### config.mk
export PLATFORM = sky130hd
export DESIGN_NAME = psl_top
export DESIGN_NICKNAME = d
export VERILOG_FILES = /design/src/verilog/psl_pkg.sv /design/src/verilog/psl_pad_if.sv /design/src/verilog/psl_pad.sv /design/src/verilog/psl_top.sv
export SDC_FILE = /design/constraint.sdc
export NUM_CORES = 1
export LEC_CHECK = 0
export BUFFER_PORTS_ARGS = -buffer_cell sky130_fd_sc_hd__clkbuf_2
export CORE_ASPECT_RATIO = 2
export CORE_MARGIN = 4
export CORE_UTILIZATION = 44
export CTS_CLUSTER_DIAMETER = 120
export CTS_CLUSTER_SIZE = 14
export DETAILED_ROUTE_END_ITERATION = 8
export MAX_ROUTING_LAYER = met4
export PLACE_DENSITY = 0.84
export SETUP_SLACK_MARGIN = 0.1
export SLEW_MARGIN = 0
export SYNTH_ARGS = -nofsm -noshare
export SYNTH_HDL_FRONTEND = slang
export SYNTH_SLANG_ARGS = --single-unit
export TNS_END_PERCENT = 20
### constraint.sdc
create_clock -name clk_i -period 2.6 [get_ports clk_i]
set_input_delay 0.13 -clock clk_i [delete_from_list [all_inputs] [get_ports clk_i]]
set_output_delay 0.13 -clock clk_i [all_outputs]
set_load 0.01 [all_outputs]
### src/verilog/psl_pkg.sv
package psl_pkg;

  // Pad order inside the dual-use pin vectors
  localparam int unsigned PAD_COUNT  = 6;
  localparam int unsigned PAD_COL    = 0;
  localparam int unsigned PAD_CRS    = 1;
  localparam int unsigned PAD_INT    = 2;
  localparam int unsigned PAD_LINK   = 3;
  localparam int unsigned PAD_SPEED  = 4;
  localparam int unsigned PAD_DUPLEX = 5;

  // One bit per pad: 1 = pull-up type, 0 = pull-down type
  localparam logic [5:0] PAD_PULL_UP_MAP = 6'h3C;

  // Register bus geometry
  localparam int unsigned ADDR_W = 8;
  localparam int unsigned DATA_W = 32;
  localparam int unsigned IDX_W  = 6;

  // Register indices; byte address is four times the index
  localparam logic [IDX_W-1:0] IDX_CONTROL    = 6'h00;
  localparam logic [IDX_W-1:0] IDX_SPECIAL    = 6'h1F;
  localparam logic [IDX_W-1:0] IDX_IRQ_STATUS = 6'h20;
  localparam logic [IDX_W-1:0] IDX_IRQ_MASK   = 6'h21;
  localparam logic [IDX_W-1:0] IDX_STRAP_VIEW = 6'h22;

  // Control register fields
  localparam int unsigned CTRL_SPEED_BIT  = 13;
  localparam int unsigned CTRL_DUPLEX_BIT = 8;

  // Special register: interrupt pin polarity, 1 = active high
  localparam int unsigned SPC_INT_POL_BIT   = 9;
  localparam logic        SPC_INT_POL_RESET = 1'b0;

  // Interrupt status and mask layout
  localparam int unsigned EVT_W        = 4;
  localparam int unsigned EVT_LINK     = 0;
  localparam int unsigned EVT_SPEED    = 1;
  localparam int unsigned EVT_DUPLEX   = 2;
  localparam int unsigned EVT_COLL     = 3;
  localparam logic [EVT_W-1:0] IRQ_STATUS_RESET = 4'h0;
  localparam logic [EVT_W-1:0] IRQ_MASK_RESET   = 4'h0;

  // Strap view layout
  localparam int unsigned STRAP_W          = 6;
  localparam int unsigned STRAP_RMII       = 0;
  localparam int unsigned STRAP_BTB        = 1;
  localparam int unsigned STRAP_PHY_ADDRESS_BIT0     = 2;
  localparam int unsigned STRAP_SPEED      = 3;
  localparam int unsigned STRAP_DUPLEX     = 4;
  localparam int unsigned STRAP_TEST       = 5;

endpackage : psl_pkg

### src/verilog/psl_pad_if.sv
`timescale 1ns/1ps

interface psl_pad_if;
  logic in_reset;
  logic drive_val;
  logic strap;

  modport core (
    output in_reset,
    output drive_val,
    input  strap
  );

  modport pad (
    input  in_reset,
    input  drive_val,
    output strap
  );
endinterface : psl_pad_if

### src/verilog/psl_pad.sv
`timescale 1ns/1ps

module psl_pad #(
  parameter bit PULL_UP = 1'b0
) (
  input  wire logic clk_i,
  psl_pad_if.pad    pif,
  input  wire logic pin_in_i,
  output logic      pin_out_o,
  output logic      pin_oe_n_o,
  output logic      pull_up_en_o,
  output logic      pull_down_en_o
);
  import psl_pkg::*;

  logic strap;
  logic next_strap;
  logic next_out;
  logic next_oe_n;
  logic next_pu;
  logic next_pd;

  always_comb begin
    // Follow the pin during reset, then freeze until the next reset
    next_strap = pif.in_reset ? pin_in_i : strap;
    next_out   = pif.in_reset ? 1'b0 : pif.drive_val;
    next_oe_n  = pif.in_reset;
    next_pu    = pif.in_reset & PULL_UP;
    next_pd    = pif.in_reset & ~PULL_UP;
  end

  always_ff @(posedge clk_i) begin
    strap          <= next_strap;
    pin_out_o      <= next_out;
    pin_oe_n_o     <= next_oe_n;
    pull_up_en_o   <= next_pu;
    pull_down_en_o <= next_pd;
  end

  assign pif.strap = strap;

endmodule : psl_pad

### src/verilog/psl_top.sv
// The address map and the plain strobed port are this design's own decisions.
`timescale 1ns/1ps

module psl_top (
  input  wire logic                          clk_i,
  input  wire logic                          rst_i,
  // Dual-use pads
  input  wire logic [psl_pkg::PAD_COUNT-1:0] pad_in_i,
  output logic      [psl_pkg::PAD_COUNT-1:0] pad_out_o,
  output logic      [psl_pkg::PAD_COUNT-1:0] pad_oe_n_o,
  output logic      [psl_pkg::PAD_COUNT-1:0] pad_pull_up_en_o,
  output logic      [psl_pkg::PAD_COUNT-1:0] pad_pull_down_en_o,
  // Transceiver core status
  input  wire logic                          collision_i,
  input  wire logic                          carrier_sense_i,
  input  wire logic                          link_up_i,
  input  wire logic                          speed_100_i,
  input  wire logic                          full_duplex_i,
  // Latched configuration toward the core
  output logic                               rmii_mode_o,
  output logic                               back_to_back_select_o,
  output logic                               phy_address_bit0_o,
  output logic                               speed_strap_o,
  output logic                               duplex_strap_o,
  output logic                               test_mode_o,
  output logic                               ctrl_speed_o,
  output logic                               ctrl_duplex_o,
  // Register port
  input  wire logic [psl_pkg::ADDR_W-1:0]    reg_addr_i,
  input  wire logic [psl_pkg::DATA_W-1:0]    reg_wdata_i,
  input  wire logic                          reg_wr_i,
  input  wire logic                          reg_rd_i,
  output logic      [psl_pkg::DATA_W-1:0]    reg_rdata_o,
  // Interrupt
  output logic                               irq_o
);
  import psl_pkg::*;

  function automatic logic reg_hit(
    input logic [ADDR_W-1:0] addr,
    input logic [IDX_W-1:0]  idx
  );
    reg_hit = (addr == {idx, 2'h0});
  endfunction : reg_hit

  // ---------------------------------------------------------------
  // Pads
  // ---------------------------------------------------------------
  logic [PAD_COUNT-1:0] drive_vec;
  logic [PAD_COUNT-1:0] strap_vec;

  for (genvar g = 0; g < PAD_COUNT; g++) begin : g_pad
    psl_pad_if pif ();

    assign pif.in_reset  = rst_i;
    assign pif.drive_val = drive_vec[g];
    assign strap_vec[g]  = pif.strap;

    psl_pad #(
      .PULL_UP (PAD_PULL_UP_MAP[g])
    ) u_pad (
      .clk_i          (clk_i),
      .pif            (pif),
      .pin_in_i       (pad_in_i[g]),
      .pin_out_o      (pad_out_o[g]),
      .pin_oe_n_o     (pad_oe_n_o[g]),
      .pull_up_en_o   (pad_pull_up_en_o[g]),
      .pull_down_en_o (pad_pull_down_en_o[g])
    );
  end

  // ---------------------------------------------------------------
  // Strap decode
  // ---------------------------------------------------------------
  always_comb begin
    rmii_mode_o           = strap_vec[PAD_COL];
    // Back-to-back is meaningless without the reduced interface
    back_to_back_select_o = strap_vec[PAD_CRS] & strap_vec[PAD_COL];
    phy_address_bit0_o    = strap_vec[PAD_INT];
    speed_strap_o         = strap_vec[PAD_SPEED];
    duplex_strap_o        = strap_vec[PAD_DUPLEX];
    test_mode_o           = ~strap_vec[PAD_LINK];
  end

  // ---------------------------------------------------------------
  // Registers
  // ---------------------------------------------------------------
  logic             ctrl_speed;
  logic             ctrl_duplex;
  logic             int_pol;
  logic [EVT_W-1:0] irq_status;
  logic [EVT_W-1:0] irq_mask;
  logic [DATA_W-1:0] rdata;

  logic             next_ctrl_speed;
  logic             next_ctrl_duplex;
  logic             next_int_pol;
  logic [EVT_W-1:0] next_irq_status;
  logic [EVT_W-1:0] next_irq_mask;
  logic [DATA_W-1:0] next_rdata;

  // Previous core levels for change detection
  logic             prev_link;
  logic             prev_speed;
  logic             prev_duplex;
  logic             prev_coll;
  logic [EVT_W-1:0] events;
  logic [EVT_W-1:0] w1c;

  always_comb begin
    events             = '0;
    events[EVT_LINK]   = link_up_i ^ prev_link;
    events[EVT_SPEED]  = speed_100_i ^ prev_speed;
    events[EVT_DUPLEX] = full_duplex_i ^ prev_duplex;
    events[EVT_COLL]   = collision_i & ~prev_coll;
  end

  always_comb begin
    w1c = '0;
    if (reg_wr_i && reg_hit(reg_addr_i, IDX_IRQ_STATUS)) begin
      w1c = reg_wdata_i[EVT_W-1:0];
    end
  end

  always_comb begin
    next_ctrl_speed  = ctrl_speed;
    next_ctrl_duplex = ctrl_duplex;
    next_int_pol     = int_pol;
    next_irq_mask    = irq_mask;
    // A change in the clearing cycle is kept
    next_irq_status  = (irq_status & ~w1c) | events;
    if (rst_i) begin
      // Control bits take the strap levels seen on the pins in reset
      next_ctrl_speed  = pad_in_i[PAD_SPEED];
      next_ctrl_duplex = pad_in_i[PAD_DUPLEX];
      next_int_pol     = SPC_INT_POL_RESET;
      next_irq_mask    = IRQ_MASK_RESET;
      next_irq_status  = IRQ_STATUS_RESET;
    end else if (reg_wr_i) begin
      if (reg_hit(reg_addr_i, IDX_CONTROL)) begin
        next_ctrl_speed  = reg_wdata_i[CTRL_SPEED_BIT];
        next_ctrl_duplex = reg_wdata_i[CTRL_DUPLEX_BIT];
      end
      if (reg_hit(reg_addr_i, IDX_SPECIAL)) begin
        next_int_pol = reg_wdata_i[SPC_INT_POL_BIT];
      end
      if (reg_hit(reg_addr_i, IDX_IRQ_MASK)) begin
        next_irq_mask = reg_wdata_i[EVT_W-1:0];
      end
    end
  end

  always_comb begin
    next_rdata = '0;
    if (!rst_i && reg_rd_i) begin
      if (reg_hit(reg_addr_i, IDX_CONTROL)) begin
        next_rdata[CTRL_SPEED_BIT]  = ctrl_speed;
        next_rdata[CTRL_DUPLEX_BIT] = ctrl_duplex;
      end else if (reg_hit(reg_addr_i, IDX_SPECIAL)) begin
        next_rdata[SPC_INT_POL_BIT] = int_pol;
      end else if (reg_hit(reg_addr_i, IDX_IRQ_STATUS)) begin
        next_rdata[EVT_W-1:0] = irq_status;
      end else if (reg_hit(reg_addr_i, IDX_IRQ_MASK)) begin
        next_rdata[EVT_W-1:0] = irq_mask;
      end else if (reg_hit(reg_addr_i, IDX_STRAP_VIEW)) begin
        next_rdata[STRAP_RMII]   = rmii_mode_o;
        next_rdata[STRAP_BTB]    = back_to_back_select_o;
        next_rdata[STRAP_PHY_ADDRESS_BIT0] = phy_address_bit0_o;
        next_rdata[STRAP_SPEED]  = speed_strap_o;
        next_rdata[STRAP_DUPLEX] = duplex_strap_o;
        next_rdata[STRAP_TEST]   = test_mode_o;
      end
    end
  end

  always_ff @(posedge clk_i) begin
    ctrl_speed  <= next_ctrl_speed;
    ctrl_duplex <= next_ctrl_duplex;
    int_pol     <= next_int_pol;
    irq_status  <= next_irq_status;
    irq_mask    <= next_irq_mask;
    rdata       <= next_rdata;
  end

  // Change detectors start from the live levels so reset release is quiet
  logic next_prev_link;
  logic next_prev_speed;
  logic next_prev_duplex;
  logic next_prev_coll;

  always_comb begin
    next_prev_link   = link_up_i;
    next_prev_speed  = speed_100_i;
    next_prev_duplex = full_duplex_i;
    next_prev_coll   = collision_i;
  end

  always_ff @(posedge clk_i) begin
    prev_link   <= next_prev_link;
    prev_speed  <= next_prev_speed;
    prev_duplex <= next_prev_duplex;
    prev_coll   <= next_prev_coll;
  end

  // ---------------------------------------------------------------
  // Interrupt and pad drive values
  // ---------------------------------------------------------------
  logic irq_level;

  always_comb begin
    irq_level = |(irq_status & irq_mask);
  end

  always_comb begin
    drive_vec             = '0;
    drive_vec[PAD_COL]    = collision_i;
    drive_vec[PAD_CRS]    = carrier_sense_i;
    // Polarity bit clear gives the active-low interrupt pin
    drive_vec[PAD_INT]    = int_pol ? irq_level : ~irq_level;
    drive_vec[PAD_LINK]   = ~link_up_i;
    drive_vec[PAD_SPEED]  = ~speed_100_i;
    drive_vec[PAD_DUPLEX] = ~full_duplex_i;
  end

  assign ctrl_speed_o  = ctrl_speed;
  assign ctrl_duplex_o = ctrl_duplex;
  assign reg_rdata_o   = rdata;
  assign irq_o         = irq_level;

endmodule : psl_top

### Yosys cells after proc, flatten, opt, wreduce, memory -nomap -nowiden

Cells that the tools add are included.

| word-level totals | value |
|---|---|
| register bits | 37 |
| input port bits | 55 |
| output and inout port bits | 65 |

| cells by class | value |
|---|---|
| eq/ne operators | 4 |
| mux-type cells | 11 |
| bitwise logic cells | 18 |
| reductions and logical operators | 14 |

Operators by type and width:

| operator | count |
|---|---|
| == test 8 bit, second input constant | 3 |
| 2-to-1 mux 4 bit | 4 |
| NOT 1 bit | 9 |
| AND 4 bit | 2 |
| == test 8 x 7 -> 1 bit, second input constant | 1 |
| zero test 8 bit | 1 |
| AND reduction 2 bit | 4 |
| 2-to-1 mux 1 bit | 7 |
| OR reduction 3 bit | 2 |
| OR reduction 6 bit | 1 |
| NOT 4 bit | 1 |
| bitwise OR 4 bit | 1 |
| nonzero test 2 bit | 2 |
| OR reduction 4 bit | 1 |
| XOR 1 bit | 3 |
| AND 1 bit | 2 |
| logical AND 1 bit | 2 |
| zero test 1 bit | 1 |

### Logic depth before layout (Yosys ltp)

Gate-level depths: netlist of the first run.

| logic depth | value |
|---|---|
| depth after elaboration | 6 |
| mapped depth | 5 |
| depth with buffers taken out | 3 |

### By module

From an unflattened synthesis of the first run, not the netlist that was laid out.

| second synthesis, totals | value |
|---|---|
| cells, all modules | 176 |
| area, all modules | 1864.3 µm² |

Modules (own cells, without submodules):

| module | instances | cells an instance | area each (µm²) | seq. area each (µm²) |
|---|---|---|---|---|
| psl_top | 1 | 134 | 1248.7 | 500.5 |
| psl_pad | 6 | 7 | 102.6 | 70.1 |

### Least setup slack after synthesis of the first run

Ideal clock, no wire load.

| path | value |
|---|---|
| path kind | input-to-reg |
| from | input port reg_addr_i[2] in the netlist's numbering |
| to | register ctrl_duplex (netlist: ctrl_duplex_o) (enable) |
| arrival | 1088 ps |
| required time | 2262 ps |
| path slack | 1175 ps |
| cell stages on the path | 4 |
| path through | clkbuf_1 > nor4_1 > nand2_1 > o31ai_1 |

| between the ends | value |
|---|---|
| word-level cells in the longest chain between the ends | 3 |

Ends and longest elaborated chain:

| what | RTL line | RTL |
|---|---|---|
| start: declaration | psl_top.sv:29 | `input wire logic [psl_pkg::ADDR_W-1:0] reg_addr_i,` |
| zero test 8 bit | psl_top.sv:43 | `reg_hit = (addr == {idx, 2'h0});` |
| nonzero test 2 bit (no source line) | -- |  |
| AND reduction 2 bit (no source line) | -- |  |
| end signal: assignment | psl_top.sv:178 | `ctrl_duplex <= next_ctrl_duplex;` |
| end: declaration | psl_top.sv:89 | `logic ctrl_duplex;` |

Every way passes these cells.
A chain may end at the register's enable or synchronous reset.

### Worst setup path after layout of the first run

| path | value |
|---|---|
| from | input port reg_addr_i[3] in the netlist's numbering |
| to | register ctrl_duplex (netlist: ctrl_duplex_o) (enable) |

The elaborated chain is that of the path after synthesis.

==> results of run 1 <==
==> power by group through the flow <==
stage,registers [W],logic [W],clock network (W)
floorplan,0.000641,0.000117,0
global placement,0.000640,0.000128,0
detailed placement,0.000641,0.000130,0
CTS,0.000629,0.000135,0.000381
global route,0.000631,0.000148,0.000412
finish,0.000629,0.000135,0.000366
==> final cells by class <==
| type | count | area share (%) |
|---|---|---|
| Timing Repair Buffer | 69 | 18.4 |
| Tap cell | 51 | 3.22 |
| Clock buffer | 5 | 3.47 |
| Clock inverter | 3 | 0.631 |
| Sequential cell | 37 | 41.4 |
| Inverter | 8 | 1.52 |
| Multi-Input combinational cell | 105 | 31.3 |
==> metrics by stage <==
| step | hold WS [ns] | instances |
|---|---|---|
| after global placement | 0.244 | 266 |
| after CTS | 0.00700 | 278 |
| after detailed placement | 0.247 | 266 |
| final | 0.0204 | 278 |
| after global routing | 0.00595 | 278 |
| after floorplan | 0.158 | 202 |
==> final timing paths <==
kind | cells after the start | end | slack [ns] | start
worst max register to register | 3 | g_pad[2].u_pad.pin_out_o | 1.45 | irq_status[1]
worst min register to register | 2 | irq_mask[0] | 0.48 | irq_mask[0]
worst max-delay path | 4 | ctrl_duplex_o | 1.08 | reg_addr_i[3]
worst min-delay path | 1 | g_pad[2].u_pad.pif.strap | 0.02 | pad_in_i[2]
==> state kept, by name, indices dropped and copies added, names as in the netlist, 4 cells and up <==
| name | flops |
|---|---|
| g_pad.u_pad.pin_out_o | 6 |
| reg_rdata_o | 9 |
| g_pad.u_pad.pif.strap | 6 |
| irq_status | 4 |
| irq_mask | 4 |
==> Yosys cell counts (2+ instances only) <==
| library cell | number |
|---|---|
| a22o_1 | 2 |
| nor2b_1 | 4 |
| buf_4 | 47 |
| inv_1 | 8 |
| o2111a_1 | 3 |
| nand2b_1 | 3 |
| nor3_1 | 2 |
| clkbuf_1 | 3 |
| a21oi_1 | 2 |
| a31oi_1 | 3 |
| nor2_1 | 8 |
| o21ai_0 | 7 |
| nand4_1 | 2 |
| mux2i_1 | 4 |
| nand2_1 | 11 |
| dfxtp_1 | 29 |
| and4b_1 | 2 |
| edfxtp_1 | 8 |
| xor2_1 | 3 |
| and4_1 | 2 |
| and2_1 | 3 |
| mux2_2 | 2 |
==> logic make-up (layout without fill, tap and decap cells) <==
group | after synthesis | after routing | share of synthesized area [%]
AOI/OAI and AO/OA | 22 | 22 | 9.39
xor gates and xnor gates | 3 | 3 | 1.51
buffers and inverters | 60 | 85 | 23.4
DFF | 37 | 37 | 47.0
muxes | 6 | 6 | 3.58
other | 1 | 29 | 0.215
and+or+nand+nor | 45 | 45 | 14.8
==> worst register-to-register path: stages, from the launching register on <==
cell and delay, ns:
dfxtp_1 0.33, a22o_1 0.26, or3_1 0.35, a21oi_1 0.14
==> metal layers <==
layer	track usage (%)	up-vias
li1	-	620
met1	12.3	587
met2	27.9	62
met3	3.23	12
met4	10.8	0
met5	-	-
==> repair_timing <==
| action | 4_1_cts | 5_1_grt |
|---|---|---|
| endpoints found under the hold margin | 4 | 0 |
| resized for setup | 0 | 0 |
| hold buffers | 4 | 0 |
| buffers inserted | 0 | 0 |
==> layout by cell type (no fill, tap or decap), types with 2 or more instances in the layout <==
| cell type | instances |
|---|---|
| clkbuf_2 | 65 |
| conb_1 | 29 |
| dfxtp_1 | 29 |
| nand2_1 | 11 |
| inv_1 | 8 |
| nor2_1 | 8 |
| edfxtp_1 | 8 |
| o21ai_0 | 7 |
| clkbuf_8 | 5 |
| nor2b_1 | 4 |
| mux2i_1 | 4 |
| dlygate4sd3_1 | 4 |
| and2_1 | 3 |
| nand2b_1 | 3 |
| o2111a_1 | 3 |
| xor2_1 | 3 |
| a31oi_1 | 3 |
| a22o_1 | 2 |
| nor3_1 | 2 |
| mux2_2 | 2 |
| and4_1 | 2 |
| and4b_1 | 2 |
| nand4_1 | 2 |
| a21oi_1 | 2 |
| clkinv_1 | 2 |
==> reports/metrics.csv, run 1 <==
metric,value,unit
Clk pwr share,32.4,%
I/O Buffers,65,
DR WL met3,263,um
"worst slack, placed",0.803,ns
area of the multi-input gates,621,um2
kind of critical path,in2reg,
H-tree Lvls,2,
Synth top area share,33.3,%
Worst path max stage delay,0.54,ns
TritonRoute pass-1 iters,4,
DRC viols,0,
final setup TNS,0,ns
Synth area leaders,"dfxtp_1 (33%), buf_4 (20%), edfxtp_1 (14%), nand2_1 (2.4%), mux2i_1 (2.3%)",
Most used DFF post-synth,dfxtp_1,
"CTS clk-pin slew, worst paths",0.07,ns
global placement routability congestion,0.811,
Skew-Pair Late Insertion Delay,0.28,ns
Cell variety after synth,38,
WL met2,2090,um
Metal-1 WL,1040,um
I/O pins,120,
wire per inst,12.8,um
max-cap violations,0,
first-pass GRT wire length,5480,um
Die ar.,0.00510,mm2
largest net degree at the start of global routing,18,
Yosys warnings,0,
setup violators final,0,
Die Width,52.5,um
Net Sw Frac,25.1,%
min cycle time layout,1.52,ns
Pleak,0.961,nW
Seq cells post-synth,37,
routed wire length,3570,um
Int Pwr,0.000846,W
CP Capture Type,register,
VDD IR max,0.331,mV
area taken by flip-flops and latches,821,um2
fin util,51.6,%
Slew HR,63.4,%
maximum fanout along the worst path,14,
Die Height,97.1,um
worst path required time,2.52,ns
clk_skew,0.00467,ns
Comb power frac,12.0,%
"Max stage delay cell, worst path",nor4_1,
HPWL after DPL,2870,um
vias in the first global route,1218,
register area share after synthesis,47.0,%
RSZ-0062 raised after global routing,no,
fmax,0.658,GHz
number of synthesized flops with an enable pin,8,
# fillers,383,
grt total ovfl,0,
WP data arrival,1.44,ns
Final Power,0.00113,W
Post-DP Area,0.00186,mm2
family with the most delay on the worst path,simple AND/OR/NAND/NOR gates,
Worst Hold Class,in2reg,
Power per Cell Area,570,mW/mm2
Synth Instances,174,
Reg power frac,55.7,%
fin. max-slew vios,0,
row count,32,
Switch Pwr,0.000283,W
fin worst setup slack,1.08,ns
layout net count,281,
Vias,1281,
CTS tree,built,
post-route ant nets,0,
Total GRT Usage,15.3,%
Core Region,0.00384,mm2
Critical path buffers and inverters,1,
effective utilization at floorplan,45.4,%
slew at the pin closest to its max-slew limit,0.544,ns
initial antenna violation count,0,
diode count,0,
CTS Buf Count,5,
Synth area leader,dfxtp_1,
Top Metal Used,met4,
final hold violation count,0,
layout cells sized above 1,34.4,%
P&R area growth vs syn,13.5,%
clk buf depth,2,
status,"complete, no violations",
DRT iter0 DRCs,14,
Syn Area/Cell,10.0,um2
Startpoint Class,input pin,
post-route cell area,0.00198,mm2
Post-Syn Area,0.00175,mm2
Post-synth ARST share,0,%
worst path cell trace,clkbuf_2 > nor4_1 > nand2_1 > o31ai_1,
Clock Root Buffer,clkbuf_8,
via density per instance,4.61,
Sink Count,37,
fin crit share,58.4,%
Note: power is estimated with default switching activity, not from simulation.
==> run 2: changes to the inputs <==
--- a/config.mk
+++ b/config.mk
@@ -8,12 +8,12 @@
 export BUFFER_PORTS_ARGS = -buffer_cell sky130_fd_sc_hd__clkbuf_2
 export CORE_ASPECT_RATIO = 2
 export CORE_MARGIN = 4
-export CORE_UTILIZATION = 44
+export CORE_UTILIZATION = 37
 export CTS_CLUSTER_DIAMETER = 120
 export CTS_CLUSTER_SIZE = 14
 export DETAILED_ROUTE_END_ITERATION = 8
 export MAX_ROUTING_LAYER = met4
-export PLACE_DENSITY = 0.84
+export PLACE_DENSITY = 0.76
 export SETUP_SLACK_MARGIN = 0.1
 export SLEW_MARGIN = 0
 export SYNTH_ARGS = -nofsm -noshare
==> constraint.sdc (replaced) <==
create_clock -name clk_i -period 1.26 [get_ports clk_i]
set_input_delay 0.063 -clock clk_i [delete_from_list [all_inputs] [get_ports clk_i]]
set_output_delay 0.063 -clock clk_i [all_outputs]
set_load 0.01 [all_outputs]
==> reports/metrics.csv, run 2 (synthesized netlist as in run 1, its figures left out) <==
metric,value,unit,change
Startpoint Class,register,,
layout net count,310,,+10%
failing checks,negative setup slack,,
I/O Buffers,65,,unchanged
Pleak,1.10,nW,+15%
largest net degree at the start of global routing,13,,-5
TritonRoute pass-1 iters,4,,unchanged
most frequent cells in the layout,"clkbuf_2 (64), conb_1 (29), dfxtp_1 (22), buf_4 (19), dlygate4sd3_1 (14)",,
final hold violation count,0,,unchanged
clk_skew,0.00574,ns,+0.00107 ns
reg-to-reg startpoint,irq_status[2],,
CTS tree,built,,
fmax,0.780,GHz,
fin. max-slew vios,0,,unchanged
max-cap violations,0,,unchanged
H-tree Lvls,2,,unchanged
Core Region,0.00460,mm2,+20%
Total GRT Usage,14.4,%,-0.87 points
grt total ovfl,0,,unchanged
via density per instance,4.41,,-4.4%
VDD IR max,0.834,mV,+150%
worst path required time,1.20,ns,-1.32 ns
hold_sp,reg_wdata_i[9],,
Post-Place Cells,282,,+6.0%
vias in the first global route,1357,,+11%
Vias,1370,,+6.9%
CTS Buf Count,5,,unchanged
Worst Hold Class,in2reg,,
initial antenna violation count,0,,unchanged
wire per inst,13.0,um,+1.1%
"CTS clk-pin slew, worst paths",0.06,ns,about the same
Clock Root Buffer,clkbuf_8,,
effective utilization at floorplan,38.0,%,-7.5 points
kind of critical path,reg2out,,
CP Capture Type,primary output,,
routed wire length,4040,um,+13%
layout cells sized above 1,41.8,%,+7.4 points
RSZ-0062 raised after global routing,yes,,
diode count,0,,unchanged
Die Height,105,um,+8.3%
WP data arrival,1.22,ns,-0.22 ns
fin crit share,102,%,
flip-flop count of the largest register after layout,9,,unchanged
min cycle time layout,1.28,ns,
post-route ant nets,0,,unchanged
row count,35,,+9.4%
Die Width,56.6,um,+7.7%
status,"complete, but fails checks",,
fin util,49.5,%,-2.1 points
DRC viols,0,,unchanged
HPWL after DPL,3110,um,+8.5%
"leading cell type in the layout, fill and taps excluded",clkbuf_2,,
maximum fanout along the worst path,2,,-12
DRT iter0 DRCs,25,,+11
fin worst setup slack,-0.0226,ns,-1.10 ns
Die ar.,0.00595,mm2,+17%
Power per Cell Area,1080,mW/mm2,+90%
clk buf depth,2,,unchanged
I/O pins,120,,unchanged
P&R area growth vs syn,30.3,%,
final std cells w/o fill,311,,+12%
Sink Count,37,,unchanged
global placement routability congestion,0.877,,+8.1%
Skew-Pair Late Insertion Delay,0.28,ns,about the same
first-pass GRT wire length,6370,um,+16%
critical path startpoint,irq_status[2],,
setup violators final,1,,+1
-- run 2: cell count changes in the layout (fill, tap and decap cells not counted), moves of 2 or more --
cell	change
dlygate4sd3_1	+10
buf_4	+19
clkinv_1	-2
dfxtp_2	+7
dfxtp_1	-7
clkbuf_1	+2
-- run 2: worst max-delay path, stage by stage, from the launching register on --
cell,delay [ns]
dfxtp_2,0.32
a22o_1,0.24
or2_4,0.26
buf_8,0.12
-- run 2: per-stage QoR --
step | setup WS (ns) | total power (W) | instance area, um2 | TNS (ns) | hold slack, ns
2_1_floorplan | 0.0479 | 0.00157 | 1860 | 0 | 0.0907
3_3_place_gp | -0.0910 | 0.00162 | 1960 | -0.238 | 0.180
3_5_place_dp | -0.0969 | 0.00162 | 1960 | -0.267 | 0.184
4_1_cts | -0.0275 | 0.00250 | 2240 | -0.0275 | 0.0252
5_1_grt | -0.0509 | 0.00258 | 2270 | -0.0509 | 0.0341
6_report | -0.0226 | 0.00246 | 2270 | -0.0226 | 0.0298
-- run 2: per-layer routing --
layer | GRT usage (%) | vias to the layer above | share of wire (%)
li1 | - | 679 | -
met1 | 13.4 | 617 | 33
met2 | 25.3 | 65 | 56
met3 | 3.46 | 9 | 7.3
met4 | 9.17 | 0 | 3.5
met5 | - | - | 0
-- run 2: repair_timing --
item / CTS / global route
pin swaps: 4 / 3
buffers inserted: 4 / 3
setup endpoints to repair: 1 / 5
resized for setup: 7 / 5
endpoints found under the hold margin: 17 / 0
hold buffers: 14 / 0
-- run 2: where the power goes --
group	switching [W]	internal, W
Clock	0.000377	0.000445
Sequential	0.0000282	0.00127
Combinational	0.000189	0.000156
-- run 2: path summary, 6_finish.rpt --
kind | end | slack, ns | depth (start not counted)
worst min register to register | reg_rdata_o[8] | 0.47 | 1
worst max-delay path | irq_o | -0.02 | 3
worst min-delay path | int_pol | 0.03 | 2
worst max register to register | g_pad[2].u_pad.pin_out_o | 0.05 | 4
-- run 2: cell type report --
type,count,area (um2)
repair buffers,98,618
multi-input cells,105,638
well taps,55,68.8
fillers,435,2320
flip-flops and latches,37,830
clock buffers,8,90.1
inverters,8,30.0
